`src/design/mms_pkg.sv`:
```
// constants for the monitor selection and scratch register bank
// assumes a 16-bit command frame: 2 control, 5 address, parity, 8 data
package mms_pkg;

  localparam int unsigned FRAME_BITS    = 16;
  localparam int unsigned HEADER_BITS   = 8;
  localparam int unsigned DATA_BITS     = 8;
  localparam int unsigned SCRATCH_DEPTH = 4;

  // control field of the frame
  localparam logic [1:0] CTRL_READ  = 2'h0;
  localparam logic [1:0] CTRL_WRITE = 2'h1;

  // register addresses
  localparam logic [4:0] ADDR_MONITOR   = 5'h00;
  localparam logic [4:0] ADDR_SCRATCH_A = 5'h01;
  localparam logic [4:0] ADDR_SCRATCH_B = 5'h02;
  localparam logic [4:0] ADDR_SCRATCH_C = 5'h03;
  localparam logic [4:0] ADDR_SCRATCH_D = 5'h04;

  // monitor selection register layout
  localparam int unsigned SEL_MSB     = 7;
  localparam int unsigned SEL_LSB     = 5;
  localparam int unsigned RES_EN_BIT  = 4;
  localparam int unsigned IO_ATT_BIT  = 3;
  localparam logic [7:0]  MON_WR_MASK = 8'hf8;

  // reset values
  localparam logic [7:0] MON_RESET     = 8'h00;
  localparam logic [7:0] SCRATCH_RESET = 8'h00;

  // selection codes
  localparam logic [2:0] SEL_OFF     = 3'h0;
  localparam logic [2:0] SEL_CURRENT = 3'h1;
  localparam logic [2:0] SEL_VREF    = 3'h2;
  localparam logic [2:0] SEL_TEMP    = 3'h3;
  localparam logic [2:0] SEL_IO0     = 3'h4;
  localparam logic [2:0] SEL_IO1     = 3'h5;
  localparam logic [2:0] SEL_SUPPLY  = 3'h6;
  localparam logic [2:0] SEL_SENSE   = 3'h7;

  // frame sequencer, gray coded
  typedef enum logic [1:0] {
    MMS_IDLE   = 2'b00,
    MMS_FRAME  = 2'b01,
    MMS_COMMIT = 2'b11
  } mms_state_e;

endpackage

```
`src/design/mms_scratch_mem.sv`:
```
// four-entry scratch byte store with registered read data
// assumes srst is the power-on reset, nothing else clears the entries
`timescale 1ns/1ps
`default_nettype none
module mms_scratch_mem #(
  parameter int unsigned WIDTH = 8,
  parameter int unsigned DEPTH = 4,
  parameter int unsigned AW    = 2
) (
  input  wire logic             sys_clk,
  input  wire logic             srst,
  input  wire logic             wr_en,
  input  wire logic [AW-1:0]    wr_addr,
  input  wire logic [WIDTH-1:0] wr_data,
  input  wire logic [AW-1:0]    rd_addr,
  output logic      [WIDTH-1:0] rd_data
);
  import mms_pkg::*;

  logic [WIDTH-1:0] entry [DEPTH];

  for (genvar i = 0; i < DEPTH; i++) begin : g_entry
    always_ff @(posedge sys_clk) begin
      if (srst) begin
        entry[i] <= WIDTH'(SCRATCH_RESET); // RULE_09
      end else if (wr_en && wr_addr == AW'(i)) begin
        entry[i] <= wr_data; // RULE_08
      end
    end
  end

  always_ff @(posedge sys_clk) begin
    if (srst) begin
      rd_data <= WIDTH'(SCRATCH_RESET);
    end else begin
      rd_data <= entry[rd_addr]; // RULE_08
    end
  end
endmodule
`default_nettype wire

```
`src/design/mms_regs.sv`:
```
// monitor selection register and scratch bytes behind the serial frame port
// assumes sclk half period spans at least four sys_clk cycles; pins are asynchronous
//
// What this block does
// RULE_01: host writes monitor select at address zero
// RULE_02: bits 7..5 pick monitor source, 000 off
// RULE_03: code 001 routes regulator current to resistor
// RULE_04: bit 4 connects internal sense resistor
// RULE_05: bit 3 gain/attenuation, only for 100/101
// RULE_06: monitor cleared on reset, regulator off, non-normal
// RULE_07: regulator off: monitor access ignored, cleared
// RULE_08: four scratch bytes at addresses one to four
// RULE_09: scratch bytes cleared only by power-on reset
// RULE_10: parity bit makes total ones count odd
// RULE_11: parity disabled means host sends bit 8 zero
// RULE_12: monitor bits 2..0 ignored, read as zero
`timescale 1ns/1ps
`default_nettype none
module mms_regs (
  input  wire logic       sys_clk,
  input  wire logic       srst,
  input  wire logic       sclk,
  input  wire logic       cs_n,
  input  wire logic       mosi,
  output logic            miso,
  output logic            miso_oe_n,
  input  wire logic [7:0] fixed_status,
  input  wire logic       parity_enable,
  input  wire logic       transceiver_supply_regulator,
  input  wire logic       normal_mode,
  output logic [2:0]      monitor_select,
  output logic            monitor_enable,
  output logic            internal_sense_resistor_enable,
  output logic            current_sense_internal,
  output logic            current_sense_external,
  output logic            io_attenuate
);
  import mms_pkg::*;

  logic       sclk_m, sclk_s, sclk_p;
  logic       cs_n_m, cs_n_s, cs_n_p;
  logic       mosi_m, mosi_s;
  mms_state_e state;
  logic [4:0] bit_cnt;
  logic [15:0] rx;
  logic [15:0] tx;
  logic [7:0] mon;
  logic [7:0] mem_rd_data;
  logic       mem_wr_en;
  logic [1:0] mem_wr_addr;
  logic [7:0] mem_wr_data;
  logic       sclk_rise, sclk_fall, frame_start, frame_end;
  logic       mon_open;
  logic [1:0] hdr_ctrl;
  logic [4:0] hdr_addr;
  logic [1:0] scratch_idx;
  logic       hdr_scratch;
  logic [7:0] read_byte;
  logic       parity_ok;
  logic       commit_wr;

  // two-stage synchronisers on the pins, third stage only for edge detection
  always_ff @(posedge sys_clk) begin
    if (srst) begin
      sclk_m <= 1'b0;
      sclk_s <= 1'b0;
      sclk_p <= 1'b0;
      cs_n_m <= 1'b1;
      cs_n_s <= 1'b1;
      cs_n_p <= 1'b1;
      mosi_m <= 1'b0;
      mosi_s <= 1'b0;
    end else begin
      sclk_m <= sclk;
      sclk_s <= sclk_m;
      sclk_p <= sclk_s;
      cs_n_m <= cs_n;
      cs_n_s <= cs_n_m;
      cs_n_p <= cs_n_s;
      mosi_m <= mosi;
      mosi_s <= mosi_m;
    end
  end

  assign sclk_rise   = sclk_s & ~sclk_p;
  assign sclk_fall   = ~sclk_s & sclk_p;
  assign frame_start = ~cs_n_s & cs_n_p;
  assign frame_end   = cs_n_s & ~cs_n_p;
  assign mon_open    = transceiver_supply_regulator & normal_mode;

  // header lies in rx[7:0] once eight bits are in, whole frame in rx[15:0] at the end
  assign hdr_ctrl    = (state == MMS_COMMIT) ? rx[15:14] : rx[7:6];
  assign hdr_addr    = (state == MMS_COMMIT) ? rx[13:9] : rx[5:1];
  assign hdr_scratch = (hdr_addr >= ADDR_SCRATCH_A) && (hdr_addr <= ADDR_SCRATCH_D);
  assign scratch_idx = 2'(hdr_addr - ADDR_SCRATCH_A);
  assign parity_ok   = ~parity_enable | (^rx); // RULE_10
  assign commit_wr   = (state == MMS_COMMIT) && (hdr_ctrl == CTRL_WRITE) && parity_ok;

  always_comb begin
    read_byte = 8'h00;
    if (hdr_addr == ADDR_MONITOR) begin
      read_byte = mon_open ? (mon & MON_WR_MASK) : 8'h00; // RULE_07
    end else if (hdr_scratch) begin
      read_byte = mem_rd_data; // RULE_08
    end
  end

  // frame sequencer
  always_ff @(posedge sys_clk) begin
    if (srst) begin
      state <= MMS_IDLE;
    end else begin
      unique case (state)
        MMS_IDLE: begin
          if (frame_start) begin
            state <= MMS_FRAME;
          end
        end
        MMS_FRAME: begin
          if (frame_end) begin
            state <= (bit_cnt == 5'(FRAME_BITS)) ? MMS_COMMIT : MMS_IDLE;
          end
        end
        MMS_COMMIT: begin
          state <= MMS_IDLE;
        end
        default: begin
          state <= MMS_IDLE;
        end
      endcase
    end
  end

  // receive shifter, sampled on rising sclk
  always_ff @(posedge sys_clk) begin
    if (srst) begin
      rx      <= 16'h0000;
      bit_cnt <= 5'h00;
    end else if (frame_start) begin
      rx      <= 16'h0000;
      bit_cnt <= 5'h00;
    end else if (state == MMS_FRAME && sclk_rise && bit_cnt < 5'(FRAME_BITS)) begin
      rx      <= {rx[14:0], mosi_s};
      bit_cnt <= bit_cnt + 5'h01;
    end
  end

  // transmit shifter, advanced on falling sclk; data byte loaded after the header
  always_ff @(posedge sys_clk) begin
    if (srst) begin
      tx <= 16'h0000;
    end else if (frame_start) begin
      tx <= {fixed_status, 8'h00};
    end else if (state == MMS_FRAME && sclk_fall) begin
      if (bit_cnt == 5'(HEADER_BITS)) begin
        tx <= {read_byte, 8'h00};
      end else begin
        tx <= {tx[14:0], 1'b0};
      end
    end
  end

  always_ff @(posedge sys_clk) begin
    if (srst) begin
      miso      <= 1'b0;
      miso_oe_n <= 1'b1;
    end else begin
      miso      <= tx[15];
      miso_oe_n <= cs_n_s | (state == MMS_IDLE);
    end
  end

  // monitor selection register
  always_ff @(posedge sys_clk) begin
    if (srst || !mon_open) begin
      mon <= MON_RESET; // RULE_06 RULE_07
    end else if (commit_wr && hdr_addr == ADDR_MONITOR) begin
      mon <= rx[7:0] & MON_WR_MASK; // RULE_01 RULE_12
    end
  end

  // scratch store write port
  always_ff @(posedge sys_clk) begin
    if (srst) begin
      mem_wr_en   <= 1'b0;
      mem_wr_addr <= 2'h0;
      mem_wr_data <= 8'h00;
    end else begin
      mem_wr_en   <= commit_wr && hdr_scratch; // RULE_08
      mem_wr_addr <= scratch_idx;
      mem_wr_data <= rx[7:0];
    end
  end

  mms_scratch_mem #(
    .WIDTH (DATA_BITS),
    .DEPTH (SCRATCH_DEPTH),
    .AW    (2)
  ) u_scratch (
    .sys_clk (sys_clk),
    .srst    (srst),
    .wr_en   (mem_wr_en),
    .wr_addr (mem_wr_addr),
    .wr_data (mem_wr_data),
    .rd_addr (scratch_idx),
    .rd_data (mem_rd_data)
  );

  // decoded monitor controls
  always_ff @(posedge sys_clk) begin
    if (srst) begin
      monitor_select                 <= SEL_OFF;
      monitor_enable                 <= 1'b0;
      internal_sense_resistor_enable <= 1'b0;
      current_sense_internal         <= 1'b0;
      current_sense_external         <= 1'b0;
      io_attenuate                   <= 1'b0;
    end else begin
      monitor_select <= mon[SEL_MSB:SEL_LSB]; // RULE_02
      monitor_enable <= mon[SEL_MSB:SEL_LSB] != SEL_OFF; // RULE_02
      internal_sense_resistor_enable <= mon[RES_EN_BIT]; // RULE_04
      current_sense_internal <= (mon[SEL_MSB:SEL_LSB] == SEL_CURRENT) & mon[RES_EN_BIT]; // RULE_03
      current_sense_external <= (mon[SEL_MSB:SEL_LSB] == SEL_CURRENT) & ~mon[RES_EN_BIT]; // RULE_03
      io_attenuate <= mon[IO_ATT_BIT] & ((mon[SEL_MSB:SEL_LSB] == SEL_IO0) |
                                         (mon[SEL_MSB:SEL_LSB] == SEL_IO1)); // RULE_05
    end
  end
endmodule
`default_nettype wire

```
`config.mk`:
```
export PLATFORM = sky130hd
export DESIGN_NAME = mms_regs
export DESIGN_NICKNAME = d
export VERILOG_FILES = /design/src/design/mms_pkg.sv /design/src/design/mms_scratch_mem.sv /design/src/design/mms_regs.sv
export SDC_FILE = /design/constraint.sdc
export NUM_CORES = 1
export LEC_CHECK = 0
export BUFFER_PORTS_ARGS = -buffer_cell sky130_fd_sc_hd__buf_2
export CORE_MARGIN = 2
export CORE_UTILIZATION = 55
export CTS_BUF_LIST = sky130_fd_sc_hd__clkbuf_8
export CTS_CLUSTER_DIAMETER = 60
export DETAILED_ROUTE_END_ITERATION = 10
export PLACE_DENSITY = 0.79
export SYNTH_ARGS = -nofsm -noshare
export SYNTH_HDL_FRONTEND = slang
export SYNTH_SLANG_ARGS = --single-unit
```
`constraint.sdc`:
```
create_clock -name sys_clk -period 4.5 [get_ports sys_clk]
set_input_delay 1.35 -clock sys_clk [delete_from_list [all_inputs] [get_ports sys_clk]]
set_output_delay 1.35 -clock sys_clk [all_outputs]
set_load 0.02 [all_outputs]
```
==> impl_metrics.csv, run 1 <==
group,metric,value,unit
pwr,leakagePower,1.70,nW
finish,nFillCells,605,
finish,nets,423,
timing,worst_slack,1.62,ns
floorplan,die_h,91.2,µm
setup_path,critical_path_buf_inv_count,2,
cts,clockBufferDepth,2,
pwr,powerDensity,343,nW/µm²
finish,multi_input_area,1690,µm²
cts,cts_root_buf,"clkbuf_8",
timing,setup_tns,0,ns
setup_path,reg2reg_from,"rx[7]",
timing,worstMarginPinSlew,1.10,ns
cts,htreeDepth,3,
timing,fin_crit,2.88,ns
setup_path,start_kind,"input port",
logic_synthesis,synth_cells,380,
routing,viasPerCell,5.49,
setup_path,crit_slowest_cell,"nand2_1",
finish,synthToLayoutAreaGrowth,9.38,%
setup_path,critPathMaxStageDelay,0.65,ns
timing,fmax,0.347,GHz
logic_synthesis,async_flop_share,0,%
logic_synthesis,synthXorXnorAreaFrac,3.59,%
logic_synthesis,ys_dominant_reg_cell,"dfxtp_1",
cts,post_cts_buffers,0,
logic_synthesis,synth-compound-area-share,10.7,%
finish,ff_latch_area,2420,µm²
global_route,grt.overflow.total,0,
placement,gp_congestion,0.852,
finish,drive_gt1_share,13.9,%
cts,numCtsBuffers,9,
logic_synthesis,synth.distinct_cells,53,
floorplan,rows,31,
cts,cts_resized,0,
setup_path,path_max_fanout,34,
logic_synthesis,synth_mux_area_share,5.68,%
routing,wirelength,7.79,mm
floorplan,ios,26,
min_path,hp-start,"cs_n_m",
global_route,grt_pass1_wl,13.1,mm
routing,postRouteAntennaNets,0,
setup_path,arrival,3.10,ns
setup_path,r2r_cells,6,
cts,cts_num_sinks,105,
floorplan,fp.coreArea,7330,µm²
placement,place_ws,1.22,ns
routing,drt_iter0_markers,193,
setup_path,path_cells,"buf_2, inv_1, nand2_1, o32ai_1",
routing,drcViolationCount,0,
cts,cts.clk_slew.worst_paths,0.09,ns
logic_synthesis,synth_area,4190,µm²
cts,tritoncts,"done",
logic_synthesis,postSynthNetCount,398,
logic_synthesis,synthTopCellsByArea,"dfxtp_1 (35%), edfxtp_1 (23%), and2_1 (6.1%)",
timing,slew_viol_final,0,
logic_synthesis,syn_area_per_cell,11.0,µm²
routing,routedWlPerCell,15.3,µm
logic_synthesis,yosys.area.top_type,"dfxtp_1",
outcome,status,"completed",
routing,firstDrtPassIters,5,
placement,dp_hpwl,5.68,mm
global_route,grt_pass1_vias,2712,
timing,setup_viol,0,
placement,io_buffer_count,25,
logic_synthesis,synthAdderAreaFrac,0.598,%
cts,cts_hold_buf,0,
global_route,grt_use_total,20.4,%
pwr,finalPower,1.57,mW
job,drv_cap,0,
global_route,grt_max_degree,35,
floorplan,initial_utilization,57.1,%
floorplan,die_x,91.2,µm
setup_path,crit_path_end_kind,"flip-flop",
logic_synthesis,synth_top_family_by_area,"simple AND/OR/NAND/NOR gates",
timing,slew_headroom,26.1,%
min_path,whs_path_depth,1,
min_path,hold_path_class,"reg2reg",
logic_synthesis,synth_edf_count,32,
finish,fin_util,62.5,%
timing,fin_crit_sh,64.0,%
logic_synthesis,synthSimpleGateAreaFrac,19.7,%
setup_path,crit_family,"buffers and inverters",
logic_synthesis,yosys_warnings,0,
global_route,antenna_found_initial,0,
routing,num_vias,2795,
logic_synthesis,ys_ff_latch,105,
logic_synthesis,yosysSeqAreaShare,57.9,%
cts,clock_latency,0.37,ns
setup_path,rr_endpoint,"mon[4]",
floorplan,die-area,8330,µm²
setup_path,rrSetupSlack,2.16,ns
pwr,peakVddDrop,195,µV
setup_path,critPathRequiredTime,4.72,ns
finish,n_antenna_cell,0,
timing,hold_viol_final,0,
min_path,min_delay_worst_endpoint,"cs_n_s",
timing,grt_setup_unrepaired,"no",
timing,skew,0.0153,ns
logic_synthesis,synth_top_area_share,34.9,%
setup_path,critical_path_class,"in2reg",
==> worst max path at each step <==
stage	start	to	slack (ns)	cells past startpoint
final	srst	tx[15]	1.62	4
after global routing	srst	tx[15]	1.46	4
after CTS	srst	tx[15]	1.64	4
after detailed placement	srst	tx[15]	1.22	4
after global placement	srst	tx[15]	1.31	4
after floorplan	transceiver_supply_regulator	tx[15]	2.10	5
==> cells in the final DEF (no fill, tap or decap), drive strengths merged, types with 10 or more instances in the layout <==
master  synthesis  final
o21ai          11     11
nor2           19     19
and2           41     41
dfxtp          73     73
buf             1     27
nand2          50     50
edfxtp         32     32
a21oi          28     28
nor2b          19     19
clkbuf         12     10
==> where the power goes <==
| group | internal (mW) | total (mW) | switching (mW) |
|---|---|---|---|
| sequential | 0.995 | 1.01 | 0.0102 |
| combinational | 0.0205 | 0.0521 | 0.0315 |
| clock | 0.212 | 0.513 | 0.300 |
==> stage by stage <==
stage / cells / hold slack, ns / instance area, µm²
3_3_place_gp: 493 / 0.394 / 4410
4_1_cts: 509 / 0.436 / 4580
2_1_floorplan: 380 / 0.389 / 4190
3_5_place_dp: 493 / 0.412 / 4410
5_1_grt: 509 / 0.459 / 4580
6_report: 509 / 0.435 / 4580
==> sequential cells by signal, indices dropped and copies added, names as in the netlist, 2 cells and up <==
register and count:
mon 5, tx 8, mem_wr_data 8, state 2, bit_cnt 5, u_scratch.rd_data 8
monitor_select 3, u_scratch.entry 32, rx 16, mem_wr_addr 2
==> Yosys cell counts (all sizes together), types with 2 or more instances <==
| cell | number |
|---|---|
| a2111oi | 2 |
| a211o | 2 |
| a21oi | 28 |
| a32oi | 5 |
| and2 | 41 |
| clkbuf | 12 |
| dfxtp | 73 |
| edfxtp | 32 |
| ha | 2 |
| inv | 8 |
| mux2i | 8 |
| mux4 | 7 |
| nand2 | 50 |
| nand2b | 3 |
| nand3b | 3 |
| nor2 | 19 |
| nor2b | 19 |
| nor3 | 3 |
| nor4 | 2 |
| nor4b | 2 |
| o211ai | 5 |
| o21ai | 11 |
| or2 | 4 |
| xnor2 | 9 |
| xnor3 | 2 |
| xor2 | 3 |
==> final cells by class <==
| type | instances | share of cell area, % |
|---|---|---|
| Tap cell | 99 | 2.70 |
| Clock inverter | 6 | 0.765 |
| Inverter | 8 | 0.656 |
| Clock buffer | 10 | 3.01 |
| Multi-Input combinational cell | 254 | 36.9 |
| Timing Repair Buffer | 27 | 3.06 |
| Sequential cell | 105 | 52.9 |
==> cells by family (layout without fill, tap and decap cells) <==
group | count (synthesis) | in the layout
xor gates and xnor gates | 14 | 14
and+or+nand+nor | 156 | 156
adders and majority gates | 2 | 2
muxes | 15 | 15
buffers and inverters | 21 | 51
DFF | 105 | 105
AOI/OAI and AO/OA | 67 | 67
==> worst register-to-register path: stages, from the launching register on <==
cell and delay (ns):
dfxtp_1 0.47, xor2_1 0.17, xnor3_1 0.42, xnor3_1 0.45, a211oi_4 0.43, mux2i_1 0.24, nor2_1 0.06
==> layer usage <==
| metal | track usage [%] | vias to the layer above | wire length (µm) | part of all wire, % |
|---|---|---|---|---|
| met5 | 0 | - | 0 | 0 |
| met4 | 7.07 | 0 | 104 | 1.3 |
| met3 | 6.80 | 10 | 402 | 5.2 |
| met1 | 27.1 | 1324 | 3680 | 47 |
| li1 | - | 1382 | - | - |
| met2 | 31.5 | 79 | 3600 | 46 |
(Power assumes the default switching activity.)
==> run 2, diff against run 1 <==
- PLACE_DENSITY: 0.79 -> 0.82
- clock period: 4.5 -> 2.51 ns (I/O delays scaled with it)
==> impl_metrics.csv, run 2 (synthesized netlist as in run 1, its figures left out) <==
group,metric,value,unit
timing,slew_viol_final,0,
cts,htreeDepth,3,
finish,top_regs,"u_scratch.entry: 32 flops, rx: 16 flops",
setup_path,crit_path_end_kind,"flip-flop",
finish,drive_gt1_share,16.3,%
finish,fin_util,64.3,%
pwr,switchingPower,0.619,mW
timing,fin_crit_sh,92.7,%
finish,final_cell_mix,"dfxtp_1 (73), nand2_1 (50), and2_1 (41), edfxtp_1 (32), a21oi_1 (28)",
routing,num_vias,2875,
timing,hold_viol_final,0,
timing,setup_tns,0,ns
cts,cts_hold_buf,0,
cts,numCtsBuffers,9,
cts,cts_num_sinks,105,
global_route,grt_pass1_vias,2810,
timing,fmax,0.430,GHz
setup_path,path_cells,"a21boi_1, a211o_1, nand2_1, or4_1, a311o_1, a21oi_1",
global_route,use_met2,35.4,%
global_route,grt.overflow.total,0,
setup_path,path_max_fanout,7,
cts,post_cts_buffers,0,
min_path,hold_path_class,"reg2reg",
floorplan,initial_utilization,57.1,%
floorplan,ios,26,
cts,clockBufferDepth,2,
finish,synthToLayoutAreaGrowth,12.7,%
routing,firstDrtPassIters,4,
pwr,internal_power,2.38,mW
global_route,grt_use_total,21.3,%
setup_path,start_kind,"flip-flop",
finish,n_antenna_cell,0,
routing,viasPerCell,5.51,
pwr,comb_power_share,3.6,%
timing,grt_setup_unrepaired,"no",
pwr,powerDensity,636,nW/µm²
pwr,finalPower,3.00,mW
pwr,pwr-share-clk,36.4,%
floorplan,rows,31,
pwr,leakagePower,1.78,nW
cts,cts_root_buf,"clkbuf_8",
finish,nFillCells,548,
setup_path,critical_path_class,"reg2reg",
setup_path,critPathRequiredTime,2.80,ns
outcome,status,"completed",
floorplan,fp.coreArea,7330,µm²
finish,instances_no_fill,522,
routing,drcViolationCount,0,
cts,cts.clk_slew.worst_paths,0.09,ns
cts,cts_resized,0,
global_route,busiest_layer,"met2",
placement,dp_hpwl,5.58,mm
setup_path,rrSetupSlack,0.18,ns
timing,setup_viol,0,
pwr,pwr-share-seq,60.0,%
finish,final_common_cell,"dfxtp_1",
routing,routedWlPerCell,15.9,µm
pwr,p_sw_share,20.6,%
routing,postRouteAntennaNets,0,
timing,worst_hold_slack,0.422,ns
placement,place_inst,506,
timing,skew,0.00944,ns
global_route,met3_usage,5.48,%
timing,worstMarginPinSlew,0.765,ns
cts,tritoncts,"done",
routing,drt_iter0_markers,190,
global_route,antenna_found_initial,0,
cts,clock_latency,0.35,ns
floorplan,die_x,91.2,µm
global_route,grt_max_degree,34,
pwr,peakVddDrop,370,µV
placement,io_buffer_count,25,
job,drv_cap,0,
global_route,use_met1,27.3,%
finish,nets,436,
timing,fin_crit,2.33,ns
timing,slew_headroom,48.8,%
floorplan,die-area,8330,µm²
placement,gp_congestion,0.894,
routing,wirelength,8.30,mm
setup_path,arrival,2.62,ns
finish,largest_reg_flops,32,
global_route,grt_pass1_wl,13.8,mm
setup_path,critPathMaxStageDelay,0.50,ns
setup_path,crit_slowest_cell,"dfxtp_1",
floorplan,die_h,91.2,µm
finish,regMostFlops,"u_scratch.entry",
[run 2: critical path: cells and delay by family (launching register included)]
kind | cells | cell delay (ns)
flops | 1 | 0.50
simple gates | 2 | 0.59
compound gates | 4 | 1.16
[run 2: layout make-up]
cell class / instances / area [µm²] / area share, %
clock buffers: 9 / 124 / 2.63
well taps: 99 / 124 / 2.63
multi-input cells: 254 / 1690 / 35.8
inverters: 8 / 30.0 / 0.637
flip-flops and latches: 105 / 2420 / 51.4
repair buffers: 40 / 238 / 5.04
clock inverters: 7 / 88.8 / 1.88
[run 2: power by group through the flow]
stage / clock network (mW) / registers, mW / logic (mW)
floorplan: 0 / 1.83 / 0.0651
global placement: 0 / 1.84 / 0.105
CTS: 1.12 / 1.80 / 0.108
global route: 1.19 / 1.80 / 0.119
finish: 1.09 / 1.80 / 0.108
detailed placement: 0 / 1.84 / 0.107
[run 2: metrics by stage]
step	worst slack [ns]	instance area [µm²]
after floorplan	0.423	4190
after global placement	0.322	4500
after detailed placement	0.217	4500
after CTS	0.208	4720
after global routing	0.0732	4720
final	0.184	4720
[run 2: layer usage]
layer  vias to the layer above  share of wire (%)
met2                        73                 50
met4                         0                1.9
met3                        11                5.2
li1                       1409                  -
met1                      1382                 43
met5                         -                  0
[run 2: worst paths after layout]
check / start / cells after the start / to
max: rx[3] / 6 / tx[9]
min: cs_n_m / 1 / cs_n_s
max reg2reg: rx[3] / 6 / tx[9]
min reg2reg: cs_n_m / 1 / cs_n_s
==> run 3, diff against run 2 <==
- CELL_PAD_IN_SITES_DETAIL_PLACEMENT: not set -> 0
- CELL_PAD_IN_SITES_GLOBAL_PLACEMENT: not set -> 2
- CORE_UTILIZATION: 55 -> 36
- CTS_BUF_LIST: sky130_fd_sc_hd__clkbuf_8 -> sky130_fd_sc_hd__clkbuf_8 sky130_fd_sc_hd__clkbuf_16
- PLACE_DENSITY: 0.82 -> 0.8
==> impl_metrics.csv, run 3 (synthesized netlist as in run 1, its figures left out) <==
group,metric,value,unit
pwr,powerDensity,667,nW/µm²
routing,viasPerCell,4.99,
pwr,internal_power,2.55,mW
timing,fmax,0.431,GHz
timing,hold_viol_final,0,
timing,skew,0.00847,ns
timing,fin_crit_sh,92.5,%
floorplan,initial_utilization,36.8,%
floorplan,ios,26,
setup_path,start_kind,"flip-flop",
placement,gp_congestion,0.797,
finish,final_common_cell,"dfxtp_1",
pwr,peakVddDrop,317,µV
cts,cts_hold_buf,0,
timing,setup_tns,0,ns
pwr,p_sw_share,21.4,%
cts,clockBufferDepth,2,
routing,num_vias,2841,
global_route,grt_max_degree,34,
setup_path,crit_slowest_cell,"dfxtp_1",
cts,cts_resized,0,
timing,worst_slack,0.187,ns
finish,largest_reg_flops,32,
timing,worst_hold_slack,0.410,ns
routing,routedWlPerCell,16.0,µm
outcome,status,"completed",
cts,cts.clk_slew.worst_paths,0.07,ns
placement,io_buffer_count,25,
timing,slew_viol_final,0,
cts,clock_latency,0.34,ns
timing,slew_headroom,49.0,%
setup_path,crit_path_end_kind,"flip-flop",
finish,nFillCells,1098,
finish,final_cell_mix,"dfxtp_1 (73), nand2_1 (50), and2_1 (41), edfxtp_1 (32), a21oi_1 (28)",
timing,grt_setup_unrepaired,"no",
floorplan,die_x,112,µm
pwr,comb_power_share,3.4,%
setup_path,critPathRequiredTime,2.78,ns
floorplan,rows,39,
timing,fin_crit,2.32,ns
setup_path,arrival,2.59,ns
cts,post_cts_buffers,0,
setup_path,critical_path_buf_inv_count,0,
cts,htreeDepth,3,
pwr,switchingPower,0.693,mW
pwr,pwr-share-seq,55.5,%
cts,tritoncts,"done",
placement,dp_hpwl,6.31,mm
setup_path,critPathMaxStageDelay,0.46,ns
finish,drive_gt1_share,16.7,%
placement,place_ws,0.230,ns
routing,wirelength,9.11,mm
finish,synthToLayoutAreaGrowth,16.2,%
global_route,antenna_found_initial,0,
timing,setup_viol,0,
cts,numCtsBuffers,9,
floorplan,die-area,12500,µm²
cts,cts_num_sinks,105,
setup_path,crit_family,"compound AO/OA/AOI/OAI gates",
finish,n_antenna_cell,0,
finish,nets,439,
global_route,grt_pass1_vias,2847,
timing,worstMarginPinSlew,0.758,ns
routing,postRouteAntennaNets,0,
global_route,grt.overflow.total,0,
cts,cts_root_buf,"clkbuf_16",
floorplan,fp.coreArea,11400,µm²
routing,drt_iter0_markers,189,
global_route,grt_pass1_wl,14.7,mm
finish,regMostFlops,"u_scratch.entry",
setup_path,path_cells,"a21boi_1, a211o_1, nand2_1, or4_1, a311o_1, a21oi_1",
min_path,hold_path_class,"reg2reg",
finish,top_regs,"u_scratch.entry: 32 flops, rx: 16 flops",
pwr,pwr-share-clk,41.1,%
floorplan,die_h,112,µm
routing,firstDrtPassIters,4,
routing,drcViolationCount,0,
global_route,grt_use_total,15.2,%
job,drv_cap,0,
pwr,leakagePower,1.83,nW
setup_path,critical_path_class,"reg2reg",
setup_path,path_max_fanout,7,
## run 3: changes by cell type in the layout (fill, tap and decap cells not counted), sizes merged
cell,delta
buf,+3
bufinv,-2
clkbuf,+1
clkinv,-1
clkinvlp,+1
inv,+1
## run 3: metal layers
metal | routed length (µm) | track usage, % | share of wire [%] | vias to the layer above
li1 | - | - | - | 1416
met1 | 4300 | 20.3 | 47 | 1377
met2 | 4370 | 25.0 | 48 | 37
met3 | 271 | 2.29 | 3.0 | 11
met4 | 161 | 5.93 | 1.8 | 0
met5 | 0 | 0 | 0 | -
## run 3: final timing paths
check,start,to,slack [ns],cells after the start
worst max-delay path,rx[3],tx[9],0.19,6
worst min register to register,cs_n_m,cs_n_s,0.41,1
worst max register to register,rx[3],tx[9],0.19,6
worst min-delay path,cs_n_m,cs_n_s,0.41,1
## run 3: cell type report
type	instances	area [µm²]	area share [%]
Clock inverter	6	32.5	0.669
Sequential cell	105	2420	49.8
Timing Repair Buffer	43	260	5.35
Clock buffer	10	250	5.14
Multi-Input combinational cell	254	1690	34.7
Tap cell	143	179	3.68
Inverter	8	30.0	0.617
## run 3: through the flow
step	std cells	power [mW]	instance area (µm²)	util (%)
6_report	569	3.25	4860	42.8
5_1_grt	569	3.36	4860	42.8
4_1_cts	569	3.28	4860	42.8
3_5_place_dp	553	1.95	4580	40.3
3_3_place_gp	553	1.95	4580	40.3
2_1_floorplan	380	1.90	4190	-
## run 3: power groups by stage
stage / clock network, mW / registers, mW / logic, mW
after floorplan: 0 / 1.83 / 0.0651
after global routing: 1.43 / 1.80 / 0.122
final: 1.34 / 1.80 / 0.110
after CTS: 1.37 / 1.80 / 0.112
after global placement: 0 / 1.84 / 0.110
after detailed placement: 0 / 1.84 / 0.111
